--- src/core/sic_pkg.sv ---
// constants and carrier types for the serial port and infrared configuration block
package sic_pkg;

  // register port geometry; address bit 8 picks the logical device
  localparam int ADDR_W = 9;
  localparam int DATA_W = 8;
  localparam int DEV_BIT = 8;
  localparam logic DEV_FIRST = 1'b0;
  localparam logic DEV_SECOND = 1'b1;

  // register indexes inside a logical device
  localparam logic [7:0] OFS_MODE = 8'hf0;
  localparam logic [7:0] OFS_IR_OPT = 8'hf1;
  localparam logic [7:0] OFS_IR_TMO = 8'hf2;
  localparam logic [7:0] OFS_IRQ_STAT = 8'hf8;
  localparam logic [7:0] OFS_IRQ_CLR = 8'hf9;
  localparam logic [7:0] OFS_IRQ_EN = 8'hfa;

  // field positions
  localparam int MIDI_BIT = 0;
  localparam int HS_BIT = 1;
  localparam int SHARE_BIT = 7;
  localparam int RXPOL_BIT = 0;
  localparam int TXPOL_BIT = 1;
  localparam int DUPLEX_BIT = 2;
  localparam int IRMODE_LSB = 3;
  localparam int IRMODE_W = 3;

  // writable bit masks; reserved bits read zero
  localparam logic [7:0] MODE1_MASK = 8'h83;
  localparam logic [7:0] MODE2_MASK = 8'h03;
  localparam logic [7:0] IR_OPT_MASK = 8'h3f;

  // reset values
  localparam logic [7:0] MODE_RST = 8'h00;
  localparam logic [7:0] IR_OPT_RST = 8'h02;
  localparam logic [7:0] IR_TMO_RST = 8'h03;

  // infrared mode encodings
  localparam logic [2:0] IR_MODE_COM = 3'h0;
  localparam logic [2:0] IR_MODE_PULSE = 3'h1;
  localparam logic [2:0] IR_MODE_ASK = 3'h2;

  // blanking step time and its cycle count
  localparam int CLK_PERIOD_NS = 100;
  localparam int STEP_TIME_NS = 100_000;
  localparam int STEP_CYC = (STEP_TIME_NS + CLK_PERIOD_NS - 1) / CLK_PERIOD_NS;

  // interrupt event bits
  localparam int EV_BLANK = 0;
  localparam int EV_PORT1 = 1;
  localparam int EV_PORT2 = 2;
  localparam int EV_N = 3;

  // per port options handed to the serial datapath
  typedef struct packed {
    logic midi;
    logic high_speed;
  } sic_port_cfg_s;

  // last direction that owns the blanking window
  typedef enum logic [1:0] {
    SIC_DIR_NONE,
    SIC_DIR_TX,
    SIC_DIR_RX
  } sic_dir_e;

endpackage

--- src/core/sic_blank_timer.sv ---
// half duplex blanking timer counted in fixed steps
`timescale 1ns/1ps
module sic_blank_timer
  import sic_pkg::*;
#(
  parameter int STEPS = STEP_CYC,
  parameter int CNT_W = 8
) (
  input wire logic clk,
  input wire logic rst,
  input wire logic ce,
  input wire logic start,
  input wire logic [CNT_W-1:0] steps,
  output logic busy,
  output logic done
);

  localparam int PRE_W = $clog2(STEPS + 1);
  localparam logic [PRE_W-1:0] PRE_LAST = PRE_W'(STEPS - 1);

  typedef struct packed {
    logic busy;
    logic done;
    logic [CNT_W-1:0] cnt;
    logic [PRE_W-1:0] pre;
  } tmr_s;

  tmr_s st;
  tmr_s next_st;

  // step prescaler and step down counter
  always_comb begin
    next_st = st;
    next_st.done = 1'b0;
    if (start) begin
      next_st.busy = (steps != '0);
      next_st.done = (steps == '0);
      next_st.cnt = steps;
      next_st.pre = '0;
    end else if (st.busy) begin
      if (st.pre == PRE_LAST) begin
        next_st.pre = '0;
        next_st.cnt = st.cnt - 1'b1;
        if (st.cnt == CNT_W'(1)) begin
          next_st.busy = 1'b0;
          next_st.done = 1'b1;
        end
      end else begin
        next_st.pre = st.pre + 1'b1;
      end
    end
  end

  always_ff @(posedge clk) begin
    if (rst) begin
      st <= '0;
    end else if (ce) begin
      st <= next_st;
    end
  end

  assign busy = st.busy;
  assign done = st.done;
endmodule

--- src/core/sic_config.sv ---
// serial port options, interrupt sharing and infrared front end
//
// Added by the designer: the strobed register port.
`timescale 1ns/1ps
module sic_config
  import sic_pkg::*;
#(
  parameter int SEL_W = 4,
  parameter int STEP_CYCLES = STEP_CYC
) (
  input wire logic clk,
  input wire logic rst,
  input wire logic ce,
  input wire logic [ADDR_W-1:0] addr,
  input wire logic [DATA_W-1:0] wdata,
  input wire logic wr,
  input wire logic rd,
  output logic [DATA_W-1:0] rdata,
  output logic irq,
  input wire logic port1_irq_raw,
  input wire logic port2_irq_raw,
  input wire logic [SEL_W-1:0] port1_irq_sel,
  input wire logic [SEL_W-1:0] port2_irq_sel,
  output logic port1_irq_line,
  output logic port2_irq_line,
  output sic_port_cfg_s first_serial_port_cfg,
  output sic_port_cfg_s second_serial_port_cfg,
  output logic [IRMODE_W-1:0] ir_mode,
  input wire logic uart_tx,
  input wire logic tx_active,
  input wire logic rx_active,
  input wire logic ir_rx_pin,
  output logic ir_tx_pin,
  output logic uart_rx
);

  typedef struct packed {
    logic [7:0] mode1;
    logic [7:0] mode2;
    logic [7:0] ir_opt;
    logic [7:0] ir_tmo;
    logic [EV_N-1:0] stat;
    logic [EV_N-1:0] en;
    logic [DATA_W-1:0] rdata;
    logic irq;
    logic line1;
    logic line2;
    logic raw1_q;
    logic raw2_q;
    logic tx_q;
    logic rx_q;
    sic_dir_e dir;
    logic ir_tx;
    logic uart_rx;
  } cfg_s;

  cfg_s st;
  cfg_s next_st;

  logic dev_second;
  logic [7:0] ofs;
  logic wr_mode1;
  logic wr_mode2;
  logic wr_opt;
  logic wr_tmo;
  logic wr_clr;
  logic wr_en;
  logic share;
  logic half;
  logic [IRMODE_W-1:0] mode_f;
  logic ir_on;
  logic tx_end;
  logic rx_end;
  logic tmr_start;
  logic tmr_busy;
  logic tmr_done;
  logic blank_rx;
  logic blank_tx;
  logic any_raw;
  logic [EV_N-1:0] ev;

  // address decode
  assign dev_second = addr[DEV_BIT];
  assign ofs = addr[7:0];
  assign wr_mode1 = wr && dev_second == DEV_FIRST && ofs == OFS_MODE;
  assign wr_mode2 = wr && dev_second == DEV_SECOND && ofs == OFS_MODE;
  assign wr_opt = wr && dev_second == DEV_SECOND && ofs == OFS_IR_OPT;
  assign wr_tmo = wr && dev_second == DEV_SECOND && ofs == OFS_IR_TMO;
  assign wr_clr = wr && dev_second == DEV_FIRST && ofs == OFS_IRQ_CLR;
  assign wr_en = wr && dev_second == DEV_FIRST && ofs == OFS_IRQ_EN;

  // option fields
  assign share = st.mode1[SHARE_BIT];
  assign half = st.ir_opt[DUPLEX_BIT];
  assign mode_f = st.ir_opt[IRMODE_LSB +: IRMODE_W];
  // only defined infrared codes enable the front end
  assign ir_on = (mode_f == IR_MODE_PULSE) || (mode_f == IR_MODE_ASK);

  // transfer end detection feeds the blanking timer
  assign tx_end = st.tx_q && !tx_active;
  assign rx_end = st.rx_q && !rx_active;
  assign tmr_start = half && (tx_end || rx_end);

  sic_blank_timer #(
    .STEPS(STEP_CYCLES),
    .CNT_W(8)
  ) u_blank (
    .clk(clk),
    .rst(rst),
    .ce(ce),
    .start(tmr_start),
    .steps(st.ir_tmo),
    .busy(tmr_busy),
    .done(tmr_done)
  );

  // timer extends blanking past the transfer
  // registered copy covers the cycle before the timer starts, so no gap opens
  assign blank_rx = half && (tx_active || st.tx_q || (tmr_busy && st.dir == SIC_DIR_TX));
  assign blank_tx = half && (rx_active || st.rx_q || (tmr_busy && st.dir == SIC_DIR_RX));

  assign any_raw = port1_irq_raw || port2_irq_raw;

  // interrupt events: blanking end and rising port interrupts
  always_comb begin
    ev = '0;
    ev[EV_BLANK] = tmr_done;
    ev[EV_PORT1] = port1_irq_raw && !st.raw1_q;
    ev[EV_PORT2] = port2_irq_raw && !st.raw2_q;
  end

  // next state of the whole block
  always_comb begin
    next_st = st;
    next_st.raw1_q = port1_irq_raw;
    next_st.raw2_q = port2_irq_raw;
    next_st.tx_q = tx_active;
    next_st.rx_q = rx_active;
    // high speed bits written per port
    if (wr_mode1) begin
      next_st.mode1 = wdata & MODE1_MASK;
    end
    if (wr_mode2) begin
      next_st.mode2 = wdata & MODE2_MASK;
    end
    // polarity and mode fields held here
    if (wr_opt) begin
      next_st.ir_opt = wdata & IR_OPT_MASK;
    end
    if (wr_tmo) begin
      next_st.ir_tmo = wdata;
    end
    if (wr_en) begin
      next_st.en = wdata[EV_N-1:0];
    end
    // set wins over a clear in the same cycle
    next_st.stat = (st.stat & ~(wr_clr ? wdata[EV_N-1:0] : '0)) | ev;
    next_st.irq = |(next_st.stat & next_st.en);
    // remember which transfer opened the window
    if (tx_end) begin
      next_st.dir = SIC_DIR_TX;
    end else if (rx_end) begin
      next_st.dir = SIC_DIR_RX;
    end
    // shared: every routed line follows either port
    if (share) begin
      next_st.line1 = any_raw && port1_irq_sel != '0;
      next_st.line2 = any_raw && port2_irq_sel != '0;
    end else begin
      next_st.line1 = port1_irq_raw && port1_irq_sel != '0;
      next_st.line2 = port2_irq_raw && port2_irq_sel != '0;
    end
    if (ir_on) begin
      next_st.ir_tx = (uart_tx && !blank_tx) ^ st.ir_opt[TXPOL_BIT];
      next_st.uart_rx = (ir_rx_pin ^ st.ir_opt[RXPOL_BIT]) && !blank_rx;
    end else begin
      next_st.ir_tx = uart_tx;
      next_st.uart_rx = ir_rx_pin;
    end
    // register read, answer in the next cycle
    next_st.rdata = '0;
    if (rd) begin
      case ({dev_second, ofs})
        {DEV_FIRST, OFS_MODE}: next_st.rdata = st.mode1;
        {DEV_FIRST, OFS_IRQ_STAT}: next_st.rdata = DATA_W'(st.stat);
        {DEV_FIRST, OFS_IRQ_EN}: next_st.rdata = DATA_W'(st.en);
        {DEV_SECOND, OFS_MODE}: next_st.rdata = st.mode2;
        {DEV_SECOND, OFS_IR_OPT}: next_st.rdata = st.ir_opt;
        {DEV_SECOND, OFS_IR_TMO}: next_st.rdata = st.ir_tmo;
        default: next_st.rdata = '0;
      endcase
    end
  end

  // state register with reset values
  always_ff @(posedge clk) begin
    if (rst) begin
      st <= '0;
      st.mode1 <= MODE_RST;
      st.mode2 <= MODE_RST;
      st.ir_opt <= IR_OPT_RST;
      st.ir_tmo <= IR_TMO_RST;
      st.dir <= SIC_DIR_NONE;
      st.ir_tx <= 1'b0;
      st.uart_rx <= 1'b0;
    end else if (ce) begin
      st <= next_st;
    end
  end

  // outputs straight from the state register
  assign rdata = st.rdata;
  assign irq = st.irq;
  assign port1_irq_line = st.line1;
  assign port2_irq_line = st.line2;
  assign first_serial_port_cfg.midi = st.mode1[MIDI_BIT];
  assign first_serial_port_cfg.high_speed = st.mode1[HS_BIT];
  assign second_serial_port_cfg.midi = st.mode2[MIDI_BIT];
  assign second_serial_port_cfg.high_speed = st.mode2[HS_BIT];
  assign ir_mode = mode_f;
  assign ir_tx_pin = st.ir_tx;
  assign uart_rx = st.uart_rx;
endmodule

--- config.mk ---
export PLATFORM = sky130hd
export DESIGN_NAME = sic_config
export DESIGN_NICKNAME = d
export VERILOG_FILES = /design/src/core/sic_pkg.sv /design/src/core/sic_blank_timer.sv /design/src/core/sic_config.sv
export SDC_FILE = /design/constraint.sdc
export NUM_CORES = 1
export LEC_CHECK = 0
export ABC_AREA = 1
export BUFFER_PORTS_ARGS = -buffer_cell sky130_fd_sc_hd__buf_2
export CORE_MARGIN = 5
export CORE_UTILIZATION = 36
export DETAILED_ROUTE_END_ITERATION = 8
export SLEW_MARGIN = 10
export SYNTH_ARGS = -nofsm -noshare
export SYNTH_HDL_FRONTEND = slang
export SYNTH_SLANG_ARGS = --single-unit
--- constraint.sdc ---
create_clock -name clk -period 1.66 [get_ports clk]
set_input_delay 0.332 -clock clk [delete_from_list [all_inputs] [get_ports clk]]
set_output_delay 0.332 -clock clk [all_outputs]
set_load 0.01 [all_outputs]
==> results.yml, run 1 <==
sta:
  maxSlewViolCount: 0
  final-hold-violation-count: 0
  final.min_clock_period_ns: 1.57
  worst_slew_pin_slew_ns: 0.383
  setup_viol: 0
  tns_ns: 0
  max_freq_ghz: 0.636
  grt_setup_unrepaired: "true"
  slew_headroom_pct: 74.3
  fin_crit_sh_pct: 94.7
  clock_skew_ns: 0.0126
synth:
  syn_nets: 559
  ys.warnings.count: 0
  syn_area_mm2: 0.00356
  synth_area_per_cell_um2: 6.84
  yosys.cell_types.count: 38
  netlist_instances: 520
  ys_seq_area_share_pct: 36.0
  ys_ff_latch: 64
run_status:
  outcome: "finished clean"
clock_network:
  cts_root_buffer: "clkbuf_8"
  cts_sinks: 64
  cts_buffer_depth: 2
  clk_latency_ns: 0.35
  tritoncts: "built"
  htreeDepth: 3
  path_clk_slew_ns: 0.08
  cts_made_buffers: 9
place:
  routabilityCongestion: 0.935
  dp_hpwl_um: 7090
  port_buffers: 55
floorplanning:
  core-area_mm2: 0.00968
  rows: 36
  die_area_mm2: 0.0120
  die_height_um: 109
  fp.dieW_um: 109
  io_pins: 56
  initial_core_util_pct: 36.7
global_route:
  grt_use_total_pct: 16.4
  grt_pass1_wl_um: 15500
  grt_antenna_before_repair: 0
  grt_overflow: 0
  grt_max_degree: 28
  grt_pass1_vias: 3274
setup_path:
  critPathMaxFanout: 5
  critPathBufInv: 1
  rrSetupSlack_ns: 0.09
  crit_top_cell: "nor2_1"
  required_ns: 1.94
  critPathArrivalTime_ns: 1.85
  cp-end-kind: "register"
  crit_chain: "ha_4 -> nand2_4 -> nor3_4 -> nand3_4 -> nor2_4 -> inv_4 -> o21ai_2 -> nor2_1 -> nor2_1"
  cp_slowest_cell: "dfxtp_2"
  setup.worst_path.class: "register to register"
  start_kind: "register"
  max_stage_delay_ns: 0.37
  crit_family: "simple AND/OR/NAND/NOR gates"
cells_and_area:
  syn2layout_area_growth_pct: 17.6
  filler_cell_count: 1014
  drive_above_1_share_pct: 22.6
  final_common_cell: "nand2_1"
  final_util_pct: 43.2
  final_cell_mix: "nand2_1 (88), inv_1 (71), nor2_1 (62), dfxtp_1 (62), buf_2 (55)"
  fin_nets: 608
  antenna_cells: 0
detailed_routing:
  drtPass1Iterations: 7
  viasPerCell: 4.88
  drt-total-wl_um: 9480
  ant_nets: 0
  drtIter0Drc: 149
  route.detailed.drc: 0
  vias: 3451
  wire_per_inst_um: 13.4
worst_hold_path:
  hold_class: "primary input to register"
power_and_ir_drop:
  total_power_mw: 3.04
  irDropWorstVdd_uv: 317
  powerDensity_mw_per_mm2: 727
  p_leak_nw: 1.94
run:
  cap_violations: 0
cells in the mapped netlist, drive strengths merged:
cell	instances	area share, %
o31ai	1	0.21
ha	3	1.1
nand3	28	4.4
xnor2	4	0.98
o22ai	4	0.70
o41ai	2	0.49
xor2	5	1.2
a211oi	3	0.63
nor3	6	0.98
clkbuf	9	0.95
buf	22	4.6
a31oi	2	0.35
nand4	24	4.6
o211ai	3	0.63
a21oi	40	5.9
nand3b	1	0.21
nand2	98	11
dfxtp	64	36
nor2	75	9.4
a31o	1	0.25
or2	1	0.18
clkinv	1	0.11
o21ai	48	7.0
inv	75	7.9
worst reg2reg max path: stages (launching register included):
cell and delay (ns):
dfxtp_2 0.37, ha_4 0.17, nand2_4 0.07, nor3_4 0.22, nand3_4 0.14, nor2_4 0.20, inv_4 0.08, o21ai_2 0.11
nor2_1 0.06, nor2_1 0.09
layout make-up:
cell class / instances / area (um^2) / share of cell area [%]
repair buffers: 69 / 393 / 9.39
clock inverters: 7 / 47.5 / 1.14
multi-input cells: 349 / 1880 / 45.0
well taps: 133 / 166 / 3.98
inverters: 76 / 288 / 6.88
flip-flops and latches: 64 / 1280 / 30.7
clock buffers: 9 / 124 / 2.96
routing by layer:
metal,up-vias,share of wire (%),GRT usage (%)
met3,12,5.7,3.99
met2,79,49,28.5
li1,1778,-,-
met5,-,0,0
met4,0,1.2,4.63
met1,1582,44,20.1
cells by family (layout without fill, tap and decap cells):
group                    after synthesis  after routing  synth area share [%]
XOR/XNOR                               9              9                  2.22
flip-flops                            64             64                  36.0
buffers and inverters                107            161                  13.5
adder cells (fa/ha/maj)                3              3                  1.06
AO/OA/AOI/OAI                        104            104                  16.2
AND/OR/NAND/NOR                      233            233                  31.0
registers in the layout (all words and copies together) (netlist names), 2 cells and up:
signal and cells:
st 22, ir_mode 3, first_serial_port_cfg 2, rdata 8, second_serial_port_cfg 2, u_blank.st 18
power breakdown:
part           total (mW)  switching [mW]  internal (mW)  leakage (nW)
Combinational       0.268           0.170         0.0984          1.34
Clock                1.19           0.653          0.540        0.0854
Sequential           1.58          0.0187           1.56         0.520
final timing paths:
kind | to | cells past startpoint | from
worst max-delay path | u_blank.st[12]$_SDFFE_PP0P_ | 9 | u_blank.st[1]$_SDFFE_PP0P_
worst min-delay path | st[6]$_SDFFE_PP0P_ | 3 | port2_irq_raw
worst max register to register | u_blank.st[12]$_SDFFE_PP0P_ | 9 | u_blank.st[1]$_SDFFE_PP0P_
worst min register to register | rdata[0]$_SDFFE_PP0P_ | 2 | rdata[0]$_SDFFE_PP0P_
metrics by stage:
stage | std cells | cell area, um^2 | setup WS (ns) | hold slack, ns
5_1_grt | 707 | 4180 | -0.0411 | 0.247
2_1_floorplan | 520 | 3560 | 0.266 | 0.438
6_report | 707 | 4180 | 0.0876 | 0.255
4_1_cts | 705 | 4080 | 0.00272 | 0.244
3_5_place_dp | 689 | 3910 | 0.00681 | 0.454
3_3_place_gp | 689 | 3910 | 0.0649 | 0.447
timing repair:
action / CTS / global route
setup buffers: 0 / 2
endpoints found under the setup margin: 0 / 14
resized for setup: 0 / 25
hold buffers: 0 / 0
Note: power is estimated with default switching activity, not from simulation.
==> run 2, diff against run 1 <==
Settings changed: ABC_AREA 1 to unset.
==> results.yml, run 2 <==
synth:
  ys_top_cells_by_count: "dfxtp_1 (64), nor2_1 (51), nand2_1 (28), mux2i_1 (27), a21oi_1 (23)"
  syn_nets: 444
  ys_seq_area_share_pct: 37.3
  yosysMostFrequentCell: "dfxtp_1"
  synth_top_area_share_pct: 37.3
  syn_area_mm2: 0.00344
  ys_ff_latch: 64
  ys.warnings.count: 0
  synth_area_leaders: "dfxtp_1 (37%), mux2i_1 (7.9%), nor2_1 (5.6%)"
  async_reset_ff_share_pct: 0
  synth_top_area_cell: "dfxtp_1"
  synth_edf_count: 0
  synthFlopType: "dfxtp_1"
  netlist_instances: 405
  yosys.cell_types.count: 56
  synth_area_per_cell_um2: 8.49
cells_and_area:
  largest_register_ff_count: 22
  final_util_pct: 48.2
  fin_nets: 535
  syn2layout_area_growth_pct: 30.1
  drive_above_1_share_pct: 32.7
  final_cell_mix: "dfxtp_1 (62), buf_4 (59), buf_2 (53), nor2_1 (50), nand2_1 (28)"
  filler_cell_count: 923
  finalNonFillerCells: 630
  final_common_cell: "dfxtp_1"
  regMostFlops: "st"
  antenna_cells: 0
global_route:
  grt_overflow: 0
  grt_max_degree: 45
  grt_use_total_pct: 16.9
  grt_antenna_before_repair: 0
  grt_pass1_wl_um: 15900
  grt_pass1_vias: 3359
setup_path:
  required_ns: 1.91
  critPathMaxFanout: 5
  cp-end-kind: "register"
  critPathBufInv: 0
  max_stage_delay_ns: 0.51
  setup.worst_path.class: "register to register"
  cp_slowest_cell: "or4_4"
  crit_chain: "ha_4 -> or3b_4 -> or4_4 -> nor2_8 -> nand4b_1 -> a311oi_1"
  critPathArrivalTime_ns: 2.25
  crit_family: "simple AND/OR/NAND/NOR gates"
  start_kind: "register"
  rrSetupSlack_ns: -0.34
detailed_routing:
  drt-met1-wl_um: 4370
  wl_met2_um: 4300
  wire_per_inst_um: 14.8
  drt-total-wl_um: 9310
  route.detailed.drc: 0
  drtPass1Iterations: 5
  highest_layer: "met4"
  vias: 3293
  ant_nets: 0
  drtIter0Drc: 98
  viasPerCell: 5.23
  wl_met3_um: 529
sta:
  maxSlewViolCount: 0
  final.min_clock_period_ns: 2.00
  slew_headroom_pct: 69.8
  clock_skew_ns: 0.00994
  max_freq_ghz: 0.501
  grt_setup_unrepaired: "true"
  worst_slew_pin_slew_ns: 0.449
  fin_hold_ws_ns: 0.223
  setup_viol: 20
  final-hold-violation-count: 0
  fin_crit_sh_pct: 120
  setup_ws_ns: -0.336
floorplanning:
  die_area_mm2: 0.0116
  rows: 35
  io_pins: 56
  core-area_mm2: 0.00928
  fp.dieW_um: 108
  die_height_um: 108
  initial_core_util_pct: 37.0
clock_network:
  hold_buffers: 0
  cts_sinks: 64
  cts_root_buffer: "clkbuf_8"
  path_clk_slew_ns: 0.07
  tritoncts: "built"
  cts_buffer_depth: 2
  clk_latency_ns: 0.34
  htreeDepth: 3
  cts_made_buffers: 9
place:
  port_buffers: 55
  routabilityCongestion: 0.891
  place_inst: 609
  dp_hpwl_um: 6920
power_and_ir_drop:
  irDropWorstVdd_uv: 439
  total_power_mw: 3.13
  powerDensity_mw_per_mm2: 700
  p_leak_nw: 1.85
worst_hold_path:
  hold_class: "primary input to register"
run_status:
  violations: "negative setup slack"
  outcome: "complete, but fails checks"
run:
  cap_violations: 0
run 2: power by group:
part	switching, mW	internal [mW]	total, mW
sequential	0.0131	1.56	1.57
combinational	0.154	0.133	0.287
clock	0.610	0.664	1.27
total	0.776	2.35	3.13
run 2: cells by family (layout without fill, tap and decap cells):
kind of cell             count (synthesis)  after routing  synth area share [%]
AND/OR/NAND/NOR                        167            167                  25.8
AO/OA/AOI/OAI                           85             86                  17.4
flip-flops                              64             64                  37.3
buffers and inverters                   47            142                  7.28
multiplexers                            30             30                  8.85
XOR/XNOR                                 9              9                  2.29
adder cells (fa/ha/maj)                  3              3                  1.09
run 2: cell type report:
| type | count | area (um^2) | area share, % |
|---|---|---|---|
| multi-input combinational | 295 | 2020 | 45.2 |
| sequential | 64 | 1280 | 28.7 |
| timing repair buffer | 119 | 796 | 17.8 |
| clock buffer | 14 | 173 | 3.86 |
| tap | 129 | 161 | 3.61 |
| inverter | 7 | 26.3 | 0.588 |
| clock inverter | 2 | 12.5 | 0.280 |
run 2: metal layers:
| metal | track usage, % | vias to the layer above |
|---|---|---|
| met5 | 0 | - |
| met4 | 4.51 | 0 |
| met3 | 4.86 | 9 |
| met2 | 27.1 | 83 |
| met1 | 22.1 | 1545 |
| li1 | - | 1656 |
run 2: worst paths after layout:
path | start | to | depth (start not counted)
worst max-delay path | u_blank.st[1]$_SDFFE_PP0P_ | u_blank.done$_SDFFE_PP0P_ | 6
worst min-delay path | wdata[6] | st[31]$_SDFFE_PP0P_ | 3
worst max register to register | u_blank.st[1]$_SDFFE_PP0P_ | u_blank.done$_SDFFE_PP0P_ | 6
worst min register to register | rdata[0]$_SDFFE_PP0P_ | rdata[0]$_SDFFE_PP0P_ | 2
run 2: repair_timing:
action | CTS | global route
buffers inserted | 2 | 2
gates cloned | 1 | 0
gates resized for setup | 8 | 15
pin swaps | 6 | 5
endpoints found under the setup margin | 19 | 23
run 2: metrics by stage:
stage               setup WS [ns]  area (um^2)  TNS, ns
finish                     -0.336         4470    -4.69
floorplan                  -0.285         3460    -3.72
detailed placement         -0.316         4140    -7.20
global route               -0.370         4470    -6.09
CTS                        -0.304         4390    -3.83
global placement           -0.294         4140    -5.85
run 2: worst min-delay path: stages:
cell and delay (ns):
buf_2 0.07, mux2i_1 0.05, nor2_1 0.07
==> run 3, diff against run 2 <==
==> constraint.sdc (replaced) <==
create_clock -name clk -period 2.06 [get_ports clk]
set_input_delay 0.206 -clock clk [delete_from_list [all_inputs] [get_ports clk]]
set_output_delay 0.206 -clock clk [all_outputs]
set_load 0.01 [all_outputs]
==> results.yml, run 3 (same netlist as run 2, synthesis figures left out) <==
cells_and_area:
  largest_register_ff_count: 22
  multi_input_area_mm2: 0.00195
  regMostFlops: "st"
  antenna_cells: 0
  drive_above_1_share_pct: 25.4
  filler_cell_count: 948
  final_cell_mix: "dfxtp_1 (62), buf_2 (55), nor2_1 (51), nand2_1 (28), mux2i_1 (27)"
  seq_area_mm2: 0.00128
  syn2layout_area_growth_pct: 21.0
  final_common_cell: "dfxtp_1"
  fin_nets: 498
power_and_ir_drop:
  p_seq_share_pct: 47.5
  total_power_mw: 2.66
  irDropWorstVdd_uv: 344
  powerDensity_mw_per_mm2: 640
  p_int_mw: 2.05
  power_switching_mw: 0.611
  power_frac_comb_pct: 7.6
  switching_share_pct: 23.0
  p_clk_share_pct: 44.9
  p_leak_nw: 1.63
floorplanning:
  initial_core_util_pct: 37.0
  core-area_mm2: 0.00928
  fp.dieW_um: 108
  die_height_um: 108
  die_area_mm2: 0.0116
  rows: 35
  io_pins: 56
sta:
  clock_skew_ns: 0.00895
  slew_headroom_pct: 63.7
  max_freq_ghz: 0.496
  final-hold-violation-count: 0
  fin_hold_ws_ns: 0.108
  grt_setup_unrepaired: "true"
  final.min_clock_period_ns: 2.02
  maxSlewViolCount: 0
  tns_ns: 0
  worst_slew_pin_slew_ns: 0.539
  setup_viol: 0
  setup_ws_ns: 0.0429
  fin_crit_sh_pct: 97.9
place:
  port_buffers: 55
  routabilityCongestion: 0.821
  dp_hpwl_um: 6450
  post-place-ws_ns: -0.0191
global_route:
  grt_pass1_wl_um: 15000
  grt_antenna_before_repair: 0
  grt_overflow: 0
  grt_pass1_vias: 3059
  grt_use_total_pct: 16.1
  grt_max_degree: 48
detailed_routing:
  viasPerCell: 5.29
  route.detailed.drc: 0
  wire_per_inst_um: 15.1
  drtIter0Drc: 143
  ant_nets: 0
  drt-total-wl_um: 8950
  drtPass1Iterations: 4
  vias: 3136
clock_network:
  cts_buffer_depth: 2
  htreeDepth: 3
  clk_latency_ns: 0.35
  cts_root_buffer: "clkbuf_8"
  cts_made_buffers: 9
  tritoncts: "built"
  cts_setup_buffers: 0
  path_clk_slew_ns: 0.07
  hold_buffers: 0
  cts_sinks: 64
setup_path:
  startpoint: "u_blank.st[0]$_SDFFE_PP0P_"
  max_stage_delay_ns: 0.43
  crit_chain: "ha_4 -> or3b_1 -> or4_4 -> buf_8 -> nor2_8 -> a32oi_2 -> o32ai_2"
  start_kind: "register"
  required_ns: 2.32
  critPathArrivalTime_ns: 2.28
  reg2reg_from: "u_blank.st[0]$_SDFFE_PP0P_"
  cp_slowest_cell: "or4_4"
  cp-end-kind: "register"
  setup.worst_path.class: "register to register"
  crit_family: "simple AND/OR/NAND/NOR gates"
  critPathMaxFanout: 6
  critPathBufInv: 1
worst_hold_path:
  min-delay-start: "wdata[6]"
  hold_class: "primary input to register"
run:
  cap_violations: 0
run_status:
  outcome: "finished clean"
[run 3: changes by cell type in the layout (fill, tap and decap cells not counted), moves of 2 or more]
cell,before,now
buf_2,53,55
buf_4,59,25
buf_6,6,0
bufinv_16,0,2
clkbuf_8,12,10
nor3_1,7,9
[run 3: worst min-delay path: stages]
cell,delay [ns]
buf_2,0.08
mux2i_1,0.06
nor2_1,0.07
[run 3: path summary, 6_finish.rpt]
path / cells past startpoint / end / slack [ns]
worst max-delay path: 7 / u_blank.st[17]$_SDFFE_PP0P_ / 0.04
worst min-delay path: 3 / st[31]$_SDFFE_PP0P_ / 0.11
worst max register to register: 7 / u_blank.st[17]$_SDFFE_PP0P_ / 0.04
worst min register to register: 2 / rdata[2]$_SDFFE_PP0P_ / 0.46
[run 3: what timing repair did]
action,CTS,global route
setup endpoints to repair,8,16
hold endpoints to repair,0,0
pin swaps,0,1
gates resized for setup,1,12
[run 3: cell type report]
cell class | instances | area share (%)
Clock inverter | 3 | 1.56
Tap cell | 129 | 3.88
Multi-Input combinational cell | 294 | 47.0
Sequential cell | 64 | 30.9
Clock buffer | 13 | 3.58
Timing Repair Buffer | 83 | 12.5
Inverter | 7 | 0.632
[run 3: power by group through the flow]
stage / Clock, mW / Sequential, mW / Combinational (mW)
2_1_floorplan: 0 / 1.29 / 0.107
3_3_place_gp: 0 / 1.29 / 0.198
3_5_place_dp: 0 / 1.29 / 0.201
4_1_cts: 1.23 / 1.26 / 0.202
5_1_grt: 1.28 / 1.26 / 0.224
6_report: 1.20 / 1.26 / 0.202
[run 3: per-layer routing]
metal,up-vias,GRT usage (%),share of wire [%]
met2,60,27.0,49
met1,1489,20.8,46
li1,1577,-,-
met3,10,3.00,3.6
met4,0,4.87,1.2
met5,-,0,0
[run 3: per-stage QoR]
step / cells / util (%) / area (um^2)
4_1_cts: 593 / 44.2 / 4100
5_1_grt: 593 / 44.8 / 4160
3_3_place_gp: 577 / 41.8 / 3880
2_1_floorplan: 405 / - / 3440
6_report: 593 / 44.8 / 4160
3_5_place_dp: 577 / 41.8 / 3880
